**src/common/blrs_pkg.sv**
```systemverilog
/*
 Constants for the board LED and reset status register block.
 Assumes an 8-bit host I/O port access with a 16-bit port address.
*/
package blrs_pkg;
  localparam logic [15:0] LED_CTRL_ADDR = 16'h0456;
  localparam logic [15:0] RST_STAT_ADDR = 16'h0457;
  localparam logic [2:0] LED_FIELD_RESET = 3'h0;
  localparam logic [3:0] LED_CODE_AUTO = 4'h0;
  localparam logic [3:0] LED_CODE_OFF = 4'h8;
  localparam int LED_MANUAL_BIT = 3;
  localparam int LED_BLUE_BIT = 0;
  localparam int LED_GREEN_BIT = 1;
  localparam int LED_RED_BIT = 2;
  localparam logic [2:0] COL_OFF = 3'h0;
  localparam logic [2:0] COL_BLUE = 3'h1;
  localparam logic [2:0] COL_GREEN = 3'h2;
  localparam logic [2:0] COL_CYAN = 3'h3;
  localparam logic [2:0] COL_RED = 3'h4;
  localparam logic [2:0] COL_MAGENTA = 3'h5;
  localparam logic [2:0] COL_YELLOW = 3'h6;
  localparam logic [2:0] COL_WHITE = 3'h7;
  localparam int RS_MAIN = 7;
  localparam int RS_CORE = 6;
  localparam int RS_NONSTBY = 5;
  localparam int RS_MEM = 4;
  localparam int RS_STBY = 3;
  localparam int RS_RSVD = 2;
  localparam int RS_PCI = 1;
  localparam int RS_BUTTON = 0;
  localparam logic [7:0] RST_STAT_RESET = 8'h00;
  localparam logic [7:0] RST_STAT_MASK = 8'hFB;
  localparam int BLINK_MS = 50;
  localparam int CLK_MHZ = 200;
  localparam int BLINK_CYCLES = BLINK_MS * 1000 * CLK_MHZ;
endpackage : blrs_pkg

```
**src/logic/blrs_top.sv**
```systemverilog
/*
 Board status LED control and reset cause status registers on host I/O ports.
 Assumes single-cycle I/O strobes on core_clk and asynchronous board status inputs.
*/
// Summary of operation
// - Automatic mode: green normal, blue disk, red reset, yellow standby, white hot.
// - Automatic mode: cyan at 10 Mbps, magenta at 100 Mbps, blink on traffic.
// - White thermal indication latches until system shutdown.
// - Power-up with defaults jumper fitted shows red.
// - Host overrides LED by writing a colour code at port 456h.
// - Code 0x00 selects automatic; code 0x08 turns LED off.
// - Codes 0x09-0x0F force colours; bit0 blue, bit1 green, bit2 red.
// - A configuration input enables or disables the LED entirely.
// - Reading port 0x457 returns one for each asserted reset source.
// - Writing one to a reset status bit clears it; zero leaves it.
// - Bits: D7 main, D6 core, D5 non-standby, D4 memory, D3 standby, D1 PCI, D0 button.
// - Priorities: standby 1, main 2, core/non-standby/memory 3, PCI 4.
// - A flagged source also flags every source of larger priority number.
// - Push-button bit sets on any press, whatever its configured function.
`timescale 1ns/1ps
module blrs_top
  import blrs_pkg::*;
#(
  parameter int BLINK_CNT = BLINK_CYCLES
) (
  input wire logic core_clk,
  input wire logic rst,
  input wire logic [15:0] io_addr,
  input wire logic io_wr,
  input wire logic io_rd,
  input wire logic [7:0] io_wdata,
  output logic [7:0] io_rdata,
  output logic io_rdata_valid,
  input wire logic led_enable,
  input wire logic board_in_reset,
  input wire logic disk_active,
  input wire logic standby,
  input wire logic thermal_near,
  input wire logic system_shutdown,
  input wire logic net_link_10,
  input wire logic net_link_100,
  input wire logic net_activity,
  input wire logic defaults_jumper,
  input wire logic rst_main_pwr,
  input wire logic rst_core_pwr,
  input wire logic rst_nonstby_pwr,
  input wire logic rst_mem_pwr,
  input wire logic rst_stby_pwr,
  input wire logic rst_pci,
  input wire logic button_pressed,
  output logic led_red,
  output logic led_green,
  output logic led_blue
);
  // ----------------------------------------------------------------
  // Input synchronisation
  // ----------------------------------------------------------------
  localparam int NIN = 17;
  logic [NIN-1:0] raw_in;
  logic [NIN-1:0] syn;

  assign raw_in = {led_enable, board_in_reset, disk_active, standby, thermal_near,
                   system_shutdown, net_link_10, net_link_100, net_activity,
                   defaults_jumper, rst_main_pwr, rst_core_pwr, rst_nonstby_pwr,
                   rst_mem_pwr, rst_stby_pwr, rst_pci, button_pressed};

  blrs_sync #(.W(NIN)) u_sync (
    .core_clk(core_clk),
    .rst(rst),
    .async_in(raw_in),
    .sync_out(syn)
  );

  logic s_en, s_inrst, s_disk, s_stby, s_hot, s_shut, s_l10, s_l100, s_act, s_jmp;
  logic [6:0] s_src;
  assign {s_en, s_inrst, s_disk, s_stby, s_hot, s_shut, s_l10, s_l100, s_act, s_jmp} =
         syn[NIN-1:7];
  assign s_src = syn[6:0];

  // The synchroniser is cleared by reset, so the jumper is taken only once a real sample is out.
  localparam logic [1:0] BOOT_WAIT = 2'h3;
  localparam logic [1:0] BOOT_SAMPLE = 2'h1;

  // ----------------------------------------------------------------
  // State
  // ----------------------------------------------------------------
  typedef struct packed {
    logic [3:0] led_code;
    logic [7:0] rst_stat;
    logic hot_latch;
    logic jmp_seen;
    logic [1:0] boot_cnt;
    logic blink_off;
    logic [31:0] blink_cnt;
    logic [2:0] color;
    logic [7:0] rdata;
    logic rvalid;
  } blrs_state_t;

  blrs_state_t st_r;
  blrs_state_t st_nxt;

  logic wr_led, wr_rst, rd_led, rd_rst;
  assign wr_led = io_wr && (io_addr == LED_CTRL_ADDR);
  assign wr_rst = io_wr && (io_addr == RST_STAT_ADDR);
  assign rd_led = io_rd && (io_addr == LED_CTRL_ADDR);
  assign rd_rst = io_rd && (io_addr == RST_STAT_ADDR);

  // ----------------------------------------------------------------
  // Next state
  // ----------------------------------------------------------------
  always_comb
  begin
    logic [7:0] set_v;
    logic [2:0] auto_c;
    logic [2:0] col;
    set_v = 8'h00;
    auto_c = COL_GREEN;
    col = COL_OFF;
    st_nxt = st_r;
    if (st_r.boot_cnt != 2'h0)
      st_nxt.boot_cnt = st_r.boot_cnt - 2'h1;
    st_nxt.rvalid = 1'b0;
    if (wr_led)
    begin
      // Only the low nibble is held here; upper bits are ignored.
      if (io_wdata[LED_MANUAL_BIT])
        st_nxt.led_code = io_wdata[3:0];
      else
        st_nxt.led_code = LED_CODE_AUTO;
    end
    // Source flags with priority cascade to larger numbers.
    set_v[RS_STBY] = s_src[2];
    set_v[RS_MAIN] = s_src[6] || set_v[RS_STBY];
    set_v[RS_CORE] = s_src[5] || set_v[RS_MAIN];
    set_v[RS_NONSTBY] = s_src[4] || set_v[RS_MAIN];
    set_v[RS_MEM] = s_src[3] || set_v[RS_MAIN];
    set_v[RS_PCI] = s_src[1] || set_v[RS_CORE] || set_v[RS_NONSTBY] || set_v[RS_MEM];
    set_v[RS_BUTTON] = s_src[0];
    set_v[RS_RSVD] = 1'b0;
    // Set wins over a same-cycle clear.
    if (wr_rst)
      st_nxt.rst_stat = (st_r.rst_stat & ~io_wdata & RST_STAT_MASK) | set_v;
    else
      st_nxt.rst_stat = (st_r.rst_stat | set_v) & RST_STAT_MASK;
    // A hot condition wins over a shutdown in the same cycle.
    if (s_hot)
      st_nxt.hot_latch = 1'b1;
    else if (s_shut)
      st_nxt.hot_latch = 1'b0;
    if (st_r.boot_cnt == BOOT_SAMPLE)
      st_nxt.jmp_seen = s_jmp;
    else if (s_shut)
      st_nxt.jmp_seen = 1'b0;
    if (st_r.blink_cnt >= BLINK_CNT - 1)
    begin
      st_nxt.blink_cnt = 32'h0000_0000;
      st_nxt.blink_off = s_act ? ~st_r.blink_off : 1'b0;
    end
    else
      st_nxt.blink_cnt = st_r.blink_cnt + 32'h0000_0001;
    if (!s_act)
      st_nxt.blink_off = 1'b0;
    // Automatic colour, most urgent condition first.
    if (st_r.hot_latch || s_hot)
      auto_c = COL_WHITE;
    else if (s_inrst || st_r.jmp_seen)
      auto_c = COL_RED;
    else if (s_stby)
      auto_c = COL_YELLOW;
    else if (s_disk)
      auto_c = COL_BLUE;
    else if (s_l100)
      auto_c = st_r.blink_off ? COL_OFF : COL_MAGENTA;
    else if (s_l10)
      auto_c = st_r.blink_off ? COL_OFF : COL_CYAN;
    else
      auto_c = COL_GREEN;
    if (!s_en)
      col = COL_OFF;
    else if (st_r.led_code[LED_MANUAL_BIT])
      col = st_r.led_code[2:0];
    else
      col = auto_c;
    st_nxt.color = col;
    if (rd_led)
    begin
      st_nxt.rdata = {5'h00, st_r.led_code[2:0]};
      st_nxt.rvalid = 1'b1;
    end
    else if (rd_rst)
    begin
      st_nxt.rdata = st_r.rst_stat;
      st_nxt.rvalid = 1'b1;
    end
  end

  // ----------------------------------------------------------------
  // Registers
  // ----------------------------------------------------------------
  always_ff @(posedge core_clk)
  begin
    if (rst)
    begin
      st_r.led_code <= LED_CODE_AUTO;
      st_r.rst_stat <= RST_STAT_RESET;
      st_r.hot_latch <= 1'b0;
      st_r.jmp_seen <= 1'b0;
      st_r.boot_cnt <= BOOT_WAIT;
      st_r.blink_off <= 1'b0;
      st_r.blink_cnt <= 32'h0000_0000;
      st_r.color <= COL_OFF;
      st_r.rdata <= 8'h00;
      st_r.rvalid <= 1'b0;
    end
    else
      st_r <= st_nxt;
  end

  assign io_rdata = st_r.rdata;
  assign io_rdata_valid = st_r.rvalid;
  assign led_red = st_r.color[LED_RED_BIT];
  assign led_green = st_r.color[LED_GREEN_BIT];
  assign led_blue = st_r.color[LED_BLUE_BIT];
endmodule : blrs_top

```
**src/logic/blrs_sync.sv**
```systemverilog
/*
 Two flip-flop synchroniser for a vector of asynchronous levels.
 Assumes the inputs are quasi-static levels; no multi-bit coherency is given.
*/
`timescale 1ns/1ps
module blrs_sync #(
  parameter int W = 1
) (
  input wire logic core_clk,
  input wire logic rst,
  input wire logic [W-1:0] async_in,
  output logic [W-1:0] sync_out
);
  logic [W-1:0] meta_r;

  always_ff @(posedge core_clk)
  begin
    if (rst)
    begin
      meta_r <= '0;
      sync_out <= '0;
    end
    else
    begin
      meta_r <= async_in;
      sync_out <= meta_r;
    end
  end
endmodule : blrs_sync

```
**config.mk**
```make
export PLATFORM = sky130hd
export DESIGN_NAME = blrs_top
export DESIGN_NICKNAME = d
export VERILOG_FILES = /design/src/common/blrs_pkg.sv /design/src/logic/blrs_top.sv /design/src/logic/blrs_sync.sv
export SDC_FILE = /design/constraint.sdc
export NUM_CORES = 1
export LEC_CHECK = 0
export BUFFER_PORTS_ARGS = -buffer_cell sky130_fd_sc_hd__buf_2
export CORE_ASPECT_RATIO = 1.1
export CORE_MARGIN = 2
export CORE_UTILIZATION = 55
export DETAILED_ROUTE_END_ITERATION = 10
export GPL_ROUTABILITY_DRIVEN = 0
export HOLD_SLACK_MARGIN = 0.1
export PLACE_DENSITY = 0.78
export SYNTH_ARGS = -nofsm -noshare
export SYNTH_HDL_FRONTEND = slang
export SYNTH_HIERARCHICAL = 1
export SYNTH_SLANG_ARGS = --single-unit
export TNS_END_PERCENT = 10
```
**constraint.sdc**
```tcl
create_clock -name core_clk -period 1.9 [get_ports core_clk]
set_clock_uncertainty 0.2 [all_clocks]
set_input_delay 0.095 -clock core_clk [delete_from_list [all_inputs] [get_ports core_clk]]
set_output_delay 0.095 -clock core_clk [all_outputs]
set_load 0.005 [all_outputs]
```
==> results of run 1 <==
final timing paths:
check,start,end,slack [ps],cells after the start
max,io_addr[5],st_r[59]$_SDFFE_PP0P_,-20,8
min,io_addr[0],io_rdata[1]$_SDFFE_PP0P_,150,5
max reg2reg,st_r[12]$_SDFF_PP0_,st_r[44]$_SDFFE_PP0P_,-10,6
min reg2reg,u_sync/sync_out[0]$_SDFF_PP0_,st_r[49]$_SDFF_PP0_,250,2
what timing repair did:
| action | 4_1_cts | 5_1_grt |
|---|---|---|
| setup buffers | 0 | 3 |
| gates resized for setup | 0 | 15 |
| endpoints found under the hold margin | 57 | 0 |
| hold buffers | 58 | 0 |
| setup endpoints to repair | 0 | 37 |
cell type report:
cell class                 instances  area share [%]
clock buffer                       9            2.64
clock inverter                     7            1.60
inverter                           9           0.720
multi-input combinational        249            32.8
sequential                        94            40.2
tap                               80            2.13
timing repair buffer             122            19.9
logic make-up (layout without fill, tap and decap cells):
| logic type | count (synthesis) | after routing | synth area share (%) |
|---|---|---|---|
| buffers and inverters | 28 | 147 | 5.17 |
| AND/OR/NAND/NOR | 161 | 161 | 25.2 |
| adder cells (fa/ha/maj) | 3 | 3 | 1.07 |
| AO/OA/AOI/OAI | 50 | 50 | 8.02 |
| XOR/XNOR | 23 | 23 | 5.74 |
| other | 1 | 8 | 0.107 |
| flip-flops | 94 | 94 | 53.6 |
| multiplexers | 4 | 4 | 1.18 |
flip-flops by register name (all words and copies together), names as in the netlist:
| register | flops |
|---|---|
| led_blue | 1 |
| io_rdata_valid | 1 |
| st_r | 48 |
| led_red | 1 |
| u_sync/sync_out | 17 |
| u_sync/meta_r | 17 |
| io_rdata | 8 |
| led_green | 1 |
placed cells by master (no fill, tap or decap), drive strengths merged, types with 9 or more instances in the layout:
cell         netlist  layout
nor2b             30      30
dfxtp             94      94
nand2             26      26
clkbuf             4       9
dlygate4sd3        0      58
inv                9      14
buf               15      64
nor2              40      40
a21oi             27      27
o21ai             15      15
nor3              14      14
nand4             11      11
nand3             16      16
xor2              17      17
metal layers:
metal,GRT usage [%],part of all wire (%)
met5,0,0
met4,11.9,3.5
met3,7.11,5.2
met2,44.1,52
met1,25.8,40
stage by stage:
step,worst slack (ps),setup TNS [ps]
global placement,96.7,0
global route,-151,-3270
finish,-18.1,-24.1
CTS,16.9,0
detailed placement,23.7,0
floorplan,158,0
Yosys cell counts (all sizes together), types with 4 or more instances:
cell type and instances:
clkbuf 4, o21ai 15, nand2 26, dfxtp 94
nand4 11, nor4 4, nor2b 30, a21oi 27
xnor2 6, nor2 40, and2b 4, xor2 17
buf 15, nand3 16, inv 9, nor3 14
worst max-delay path: stages:
cell and delay, ps:
buf_2 110, nor4b_2 370, nand4_1 140, buf_4 190, nor3_4 190, nand3_1 120, dlygate4sd3_1 600, a21oi_1 190
power breakdown:
| group | switching [mW] | internal (mW) | total (mW) |
|---|---|---|---|
| registers | 0.0345 | 2.04 | 2.07 |
| logic | 0.125 | 0.175 | 0.300 |
| clock network | 0.791 | 0.523 | 1.31 |
| total | 0.951 | 2.73 | 3.68 |
==> impl_metrics.py, run 1 <==
metrics = {
    "floorplanning": {
        "die_area_sq_mm": 0.00704,
        "ioPinCount": 57,
        "die-width_um": 80.2,
        "initial_core_util_pct": 57.1,
        "rows": 30,
        "die_h_um": 87.8,
        "core_sq_mm": 0.00616,
    },
    "drt": {
        "routedWlPerCell_um": 14.5,
        "drtIter0Drc": 190,
        "antenna_left": 0,
        "drc": 0,
        "vias_per_cell": 5.21,
        "vias": 2971,
        "drt_pass1_iterations": 6,
        "routed_wl_um": 8280,
    },
    "cells_and_area": {
        "multi_input_area_sq_mm": 0.00154,
        "fin_util_pct": 76.2,
        "drive_gt1_share_pct": 21.4,
        "regArea_sq_mm": 0.00189,
        "num_antenna_cells": 0,
        "area_delta_synth_final_pct": 33.5,
        "finalNonFillerCells": 570,
        "postLayoutCellArea_sq_mm": 0.00469,
        "nNetsFinal": 533,
        "fillers": 423,
    },
    "placed_design": {
        "io_buffers": 56,
        "place_area_sq_mm": 0.00382,
        "dp_cells": 493,
        "post-dp-hpwl_um": 4320,
    },
    "synthesis": {
        "ys_top_cells_by_area": "dfxtp_1 54%, nor2b_1 5.3%, nor2_1 4.3%",
        "async_reset_ff_share_pct": 0,
        "synthCells": 364,
        "synth-edff-count": 0,
        "synth_cell_type_count": 46,
        "synth_ff_type": "dfxtp_1",
        "ys_seq_area_share_pct": 53.6,
        "syn_area_sq_mm": 0.00351,
        "avgSynthCellArea_sq_um": 9.65,
        "yosysTopAreaCell": "dfxtp_1",
        "ys_seq_elements": 94,
        "netlist.area_leader.share_pct": 53.6,
        "yosys_warnings": 6,
    },
    "worst_setup_path": {
        "criticalPathCategory": "primary input to flip-flop",
        "worstPathArrival_ps": 2010,
        "setup.worst_path.end_class": "flip-flop",
        "cp_max_fo": 4,
        "critPathLaunchType": "primary input",
        "required_ps": 1990,
    },
    "run": {
        "drv_cap": 0,
    },
    "outcome": {
        "violations": "setup timing",
        "status": "finished, violations left",
    },
    "global_routing": {
        "grt_use_total_pct": 24.3,
        "grt_pass1_wl_um": 12900,
        "grt_overflow": 0,
        "antenna_found_initial": 0,
        "first_global_vias": 2911,
        "grt_max_degree": 43,
    },
    "sta": {
        "fin_crit_sh_pct": 101,
        "fmax_mhz": 521,
        "slew_violations": 0,
        "final.setup.worst_slack_ps": -18.1,
        "timing.hold.ws_ps": 154,
        "hold_viol_final": 0,
        "rsz0062_at_grt": "yes",
        "setup-violations-final": 2,
        "fin_crit_ps": 1920,
    },
    "pwr": {
        "p_leak_nw": 1.89,
        "ir_drop_v": 0.000736,
        "total_power_mw": 3.68,
        "power_density_mw_per_mm2": 786,
    },
    "hold_path": {
        "hp-class": "primary input to flip-flop",
    },
    "clock_tree": {
        "path_clk_slew_ps": 100,
        "cts_tree": "built",
        "cts_root_buf": "clkbuf_8",
        "clock_path_buffers": 2,
        "numCtsBuffers": 9,
        "h-tree-depth": 3,
        "clk_latency_ps": 370,
        "cts_sinks": 94,
    },
}
Power figures use the tool's default switching activity.
==> run 2: changes to the inputs <==
--- a/config.mk
+++ b/config.mk
@@ -8,11 +8,12 @@
 export BUFFER_PORTS_ARGS = -buffer_cell sky130_fd_sc_hd__buf_2
 export CORE_ASPECT_RATIO = 1.1
 export CORE_MARGIN = 2
-export CORE_UTILIZATION = 55
+export CORE_UTILIZATION = 50
+export CTS_CLUSTER_SIZE = 20
 export DETAILED_ROUTE_END_ITERATION = 10
 export GPL_ROUTABILITY_DRIVEN = 0
 export HOLD_SLACK_MARGIN = 0.1
-export PLACE_DENSITY = 0.78
+export PLACE_DENSITY = 0.72
 export SYNTH_ARGS = -nofsm -noshare
 export SYNTH_HDL_FRONTEND = slang
 export SYNTH_HIERARCHICAL = 1
==> run 2 against run 1 <==
  * The flow now finishes without violations
  * Hold slack worse by 54 ps
  * Sequential share of layout area up 0.087 points
  * First-iteration DRC count decreased by 5.3%
  * Clock-buffer cell count unchanged
  * Clock power decreased by 6%
  * Largest cell class unchanged
  * Final cell count increased by 0.70%
  * Critical path type unchanged
  * Wire length fell by 16%
  * Fmax increased by 5.2%
==> impl_metrics.py, run 2 (synthesized netlist as in run 1, its figures left out) <==
metrics = {
    "cells_and_area": {
        "largest-register": "st_r",
        "reg_top3": "st_r x48, u_sync/meta_r x17, u_sync/sync_out x17",
        "largest_register_ff_count": 48,
        "layout_common_cells": "94 x dfxtp_1, 57 x dlygate4sd3_1, 56 x buf_2",
        "drive_gt1_share_pct": 21.3,
        "area_delta_synth_final_pct": 32.9,
        "fillers": 542,
        "nNetsFinal": 532,
        "num_antenna_cells": 0,
        "layout_commonest_cell": "dfxtp_1",
    },
    "drt": {
        "vias": 2839,
        "drt_pass1_iterations": 4,
        "drc": 0,
        "routed_wl_um": 6980,
        "drtIter0Drc": 180,
        "antenna_left": 0,
        "routedWlPerCell_um": 12.2,
        "vias_per_cell": 4.95,
    },
    "outcome": {
        "status": "complete, no violations",
    },
    "placed_design": {
        "io_buffers": 56,
        "dpl_worst_slack_ps": 18.9,
        "post-dp-hpwl_um": 4120,
    },
    "worst_setup_path": {
        "critical_path.top_delay_family": "simple AND/OR/NAND/NOR gates",
        "setup.worst_path.end_class": "flip-flop",
        "worstPathArrival_ps": 1870,
        "path_cells": "buf_2 -> dlygate4sd3_1 -> nor4bb_2 -> nand4_1 -> or2_4 -> a21oi_1 -> nor2_1",
        "required_ps": 1950,
        "critPathLaunchType": "primary input",
        "max_stage_delay_ps": 570,
        "cp_max_fo": 8,
        "criticalPathCategory": "primary input to flip-flop",
        "critPathBufInv": 2,
        "crit_slowest_cell": "dlygate4sd3_1",
    },
    "sta": {
        "hold_viol_final": 0,
        "slew_violations": 0,
        "fin_crit_sh_pct": 96.0,
        "fin_crit_ps": 1820,
        "fmax_mhz": 549,
        "setup_tns_ps": 0,
        "setup-violations-final": 0,
        "final.setup.worst_slack_ps": 76.9,
        "rsz0062_at_grt": "yes",
    },
    "floorplanning": {
        "core_sq_mm": 0.00693,
        "die_area_sq_mm": 0.00771,
        "ioPinCount": 57,
        "die-width_um": 83.9,
        "initial_core_util_pct": 50.7,
        "die_h_um": 91.9,
        "rows": 32,
    },
    "global_routing": {
        "grt_max_degree": 44,
        "grt_pass1_wl_um": 11700,
        "use_met1_pct": 23.7,
        "top_usage_layer": "met2",
        "antenna_found_initial": 0,
        "first_global_vias": 2658,
        "grt_use_total_pct": 18.8,
        "grt_overflow": 0,
        "grt_util_met2_pct": 30.9,
        "met3_usage_pct": 4.14,
    },
    "clock_tree": {
        "h-tree-depth": 3,
        "path_clk_slew_ps": 100,
        "cts_root_buf": "clkbuf_8",
        "numCtsBuffers": 9,
        "cts_tree": "built",
        "cts_sinks": 94,
        "clock_path_buffers": 2,
        "clk_latency_ps": 350,
    },
    "pwr": {
        "power_density_mw_per_mm2": 770,
        "ir_drop_v": 0.000581,
        "total_power_mw": 3.59,
        "p_leak_nw": 1.87,
    },
    "run": {
        "drv_cap": 0,
    },
    "hold_path": {
        "hp-class": "primary input to flip-flop",
    },
}
-- run 2: cell types whose count changed in the layout (fill, tap and decap cells not counted), moves of 2 or more --
cell	previous run	this run
nor4bb_2	0	2
buf_4	7	5
buf_6	0	2
nor4bb_1	2	0
dfxtp_1	92	94
nor2_2	0	2
-- run 2: path summary, 6_finish.rpt --
check | start | end | slack [ps] | cells after the start
max | io_addr[3] | io_rdata[0]$_SDFFE_PP0P_ | 80 | 7
min | io_addr[8] | io_rdata[1]$_SDFFE_PP0P_ | 100 | 6
max reg2reg | st_r[20]$_SDFF_PP0_ | st_r[30]$_SDFF_PP0_ | 130 | 6
min reg2reg | u_sync/sync_out[0]$_SDFF_PP0_ | st_r[49]$_SDFF_PP0_ | 220 | 2
-- run 2: per-layer routing --
metal,vias to the layer above,routed length (um)
met4,0,146
met5,-,0
met3,12,321
li1,1450,-
met2,76,3410
met1,1301,3100
-- run 2: stage by stage --
step                hold slack [ps]  util (%)  cells  area (sq um)
finish                          100      67.4    574          4670
global route                    129      67.4    574          4670
CTS                            79.1      66.3    571          4590
detailed placement              107      55.3    498          3830
global placement                105      55.3    498          3830
floorplan                     -35.6         -    371          3540
-- run 2: layout make-up --
| type | instances | area (sq um) | area share (%) |
|---|---|---|---|
| Tap cell | 85 | 106 | 2.28 |
| Multi-Input combinational cell | 249 | 1530 | 32.7 |
| Clock inverter | 7 | 63.8 | 1.37 |
| Clock buffer | 9 | 124 | 2.65 |
| Sequential cell | 94 | 1880 | 40.3 |
| Timing Repair Buffer | 121 | 931 | 19.9 |
| Inverter | 9 | 33.8 | 0.724 |
-- run 2: timing repair --
action	in CTS	in global routing
hold buffers	57	0
buffers inserted	0	3
gates resized for setup	1	12
gates cloned	0	0
pin swaps	0	11
endpoints found under the setup margin	1	37
hold endpoints to repair	57	0
-- run 2: worst reg2reg max path, delay by kind of cell (launching register included) --
family | cells | cell delay, ps
xor gates and xnor gates | 1 | 160
buffers and inverters | 1 | 180
DFF | 1 | 470
and+or+nand+nor | 4 | 700
-- run 2: power breakdown --
part | internal [mW] | switching (mW) | total (mW)
logic | 0.176 | 0.116 | 0.291
clock network | 0.505 | 0.730 | 1.23
registers | 2.04 | 0.0300 | 2.07
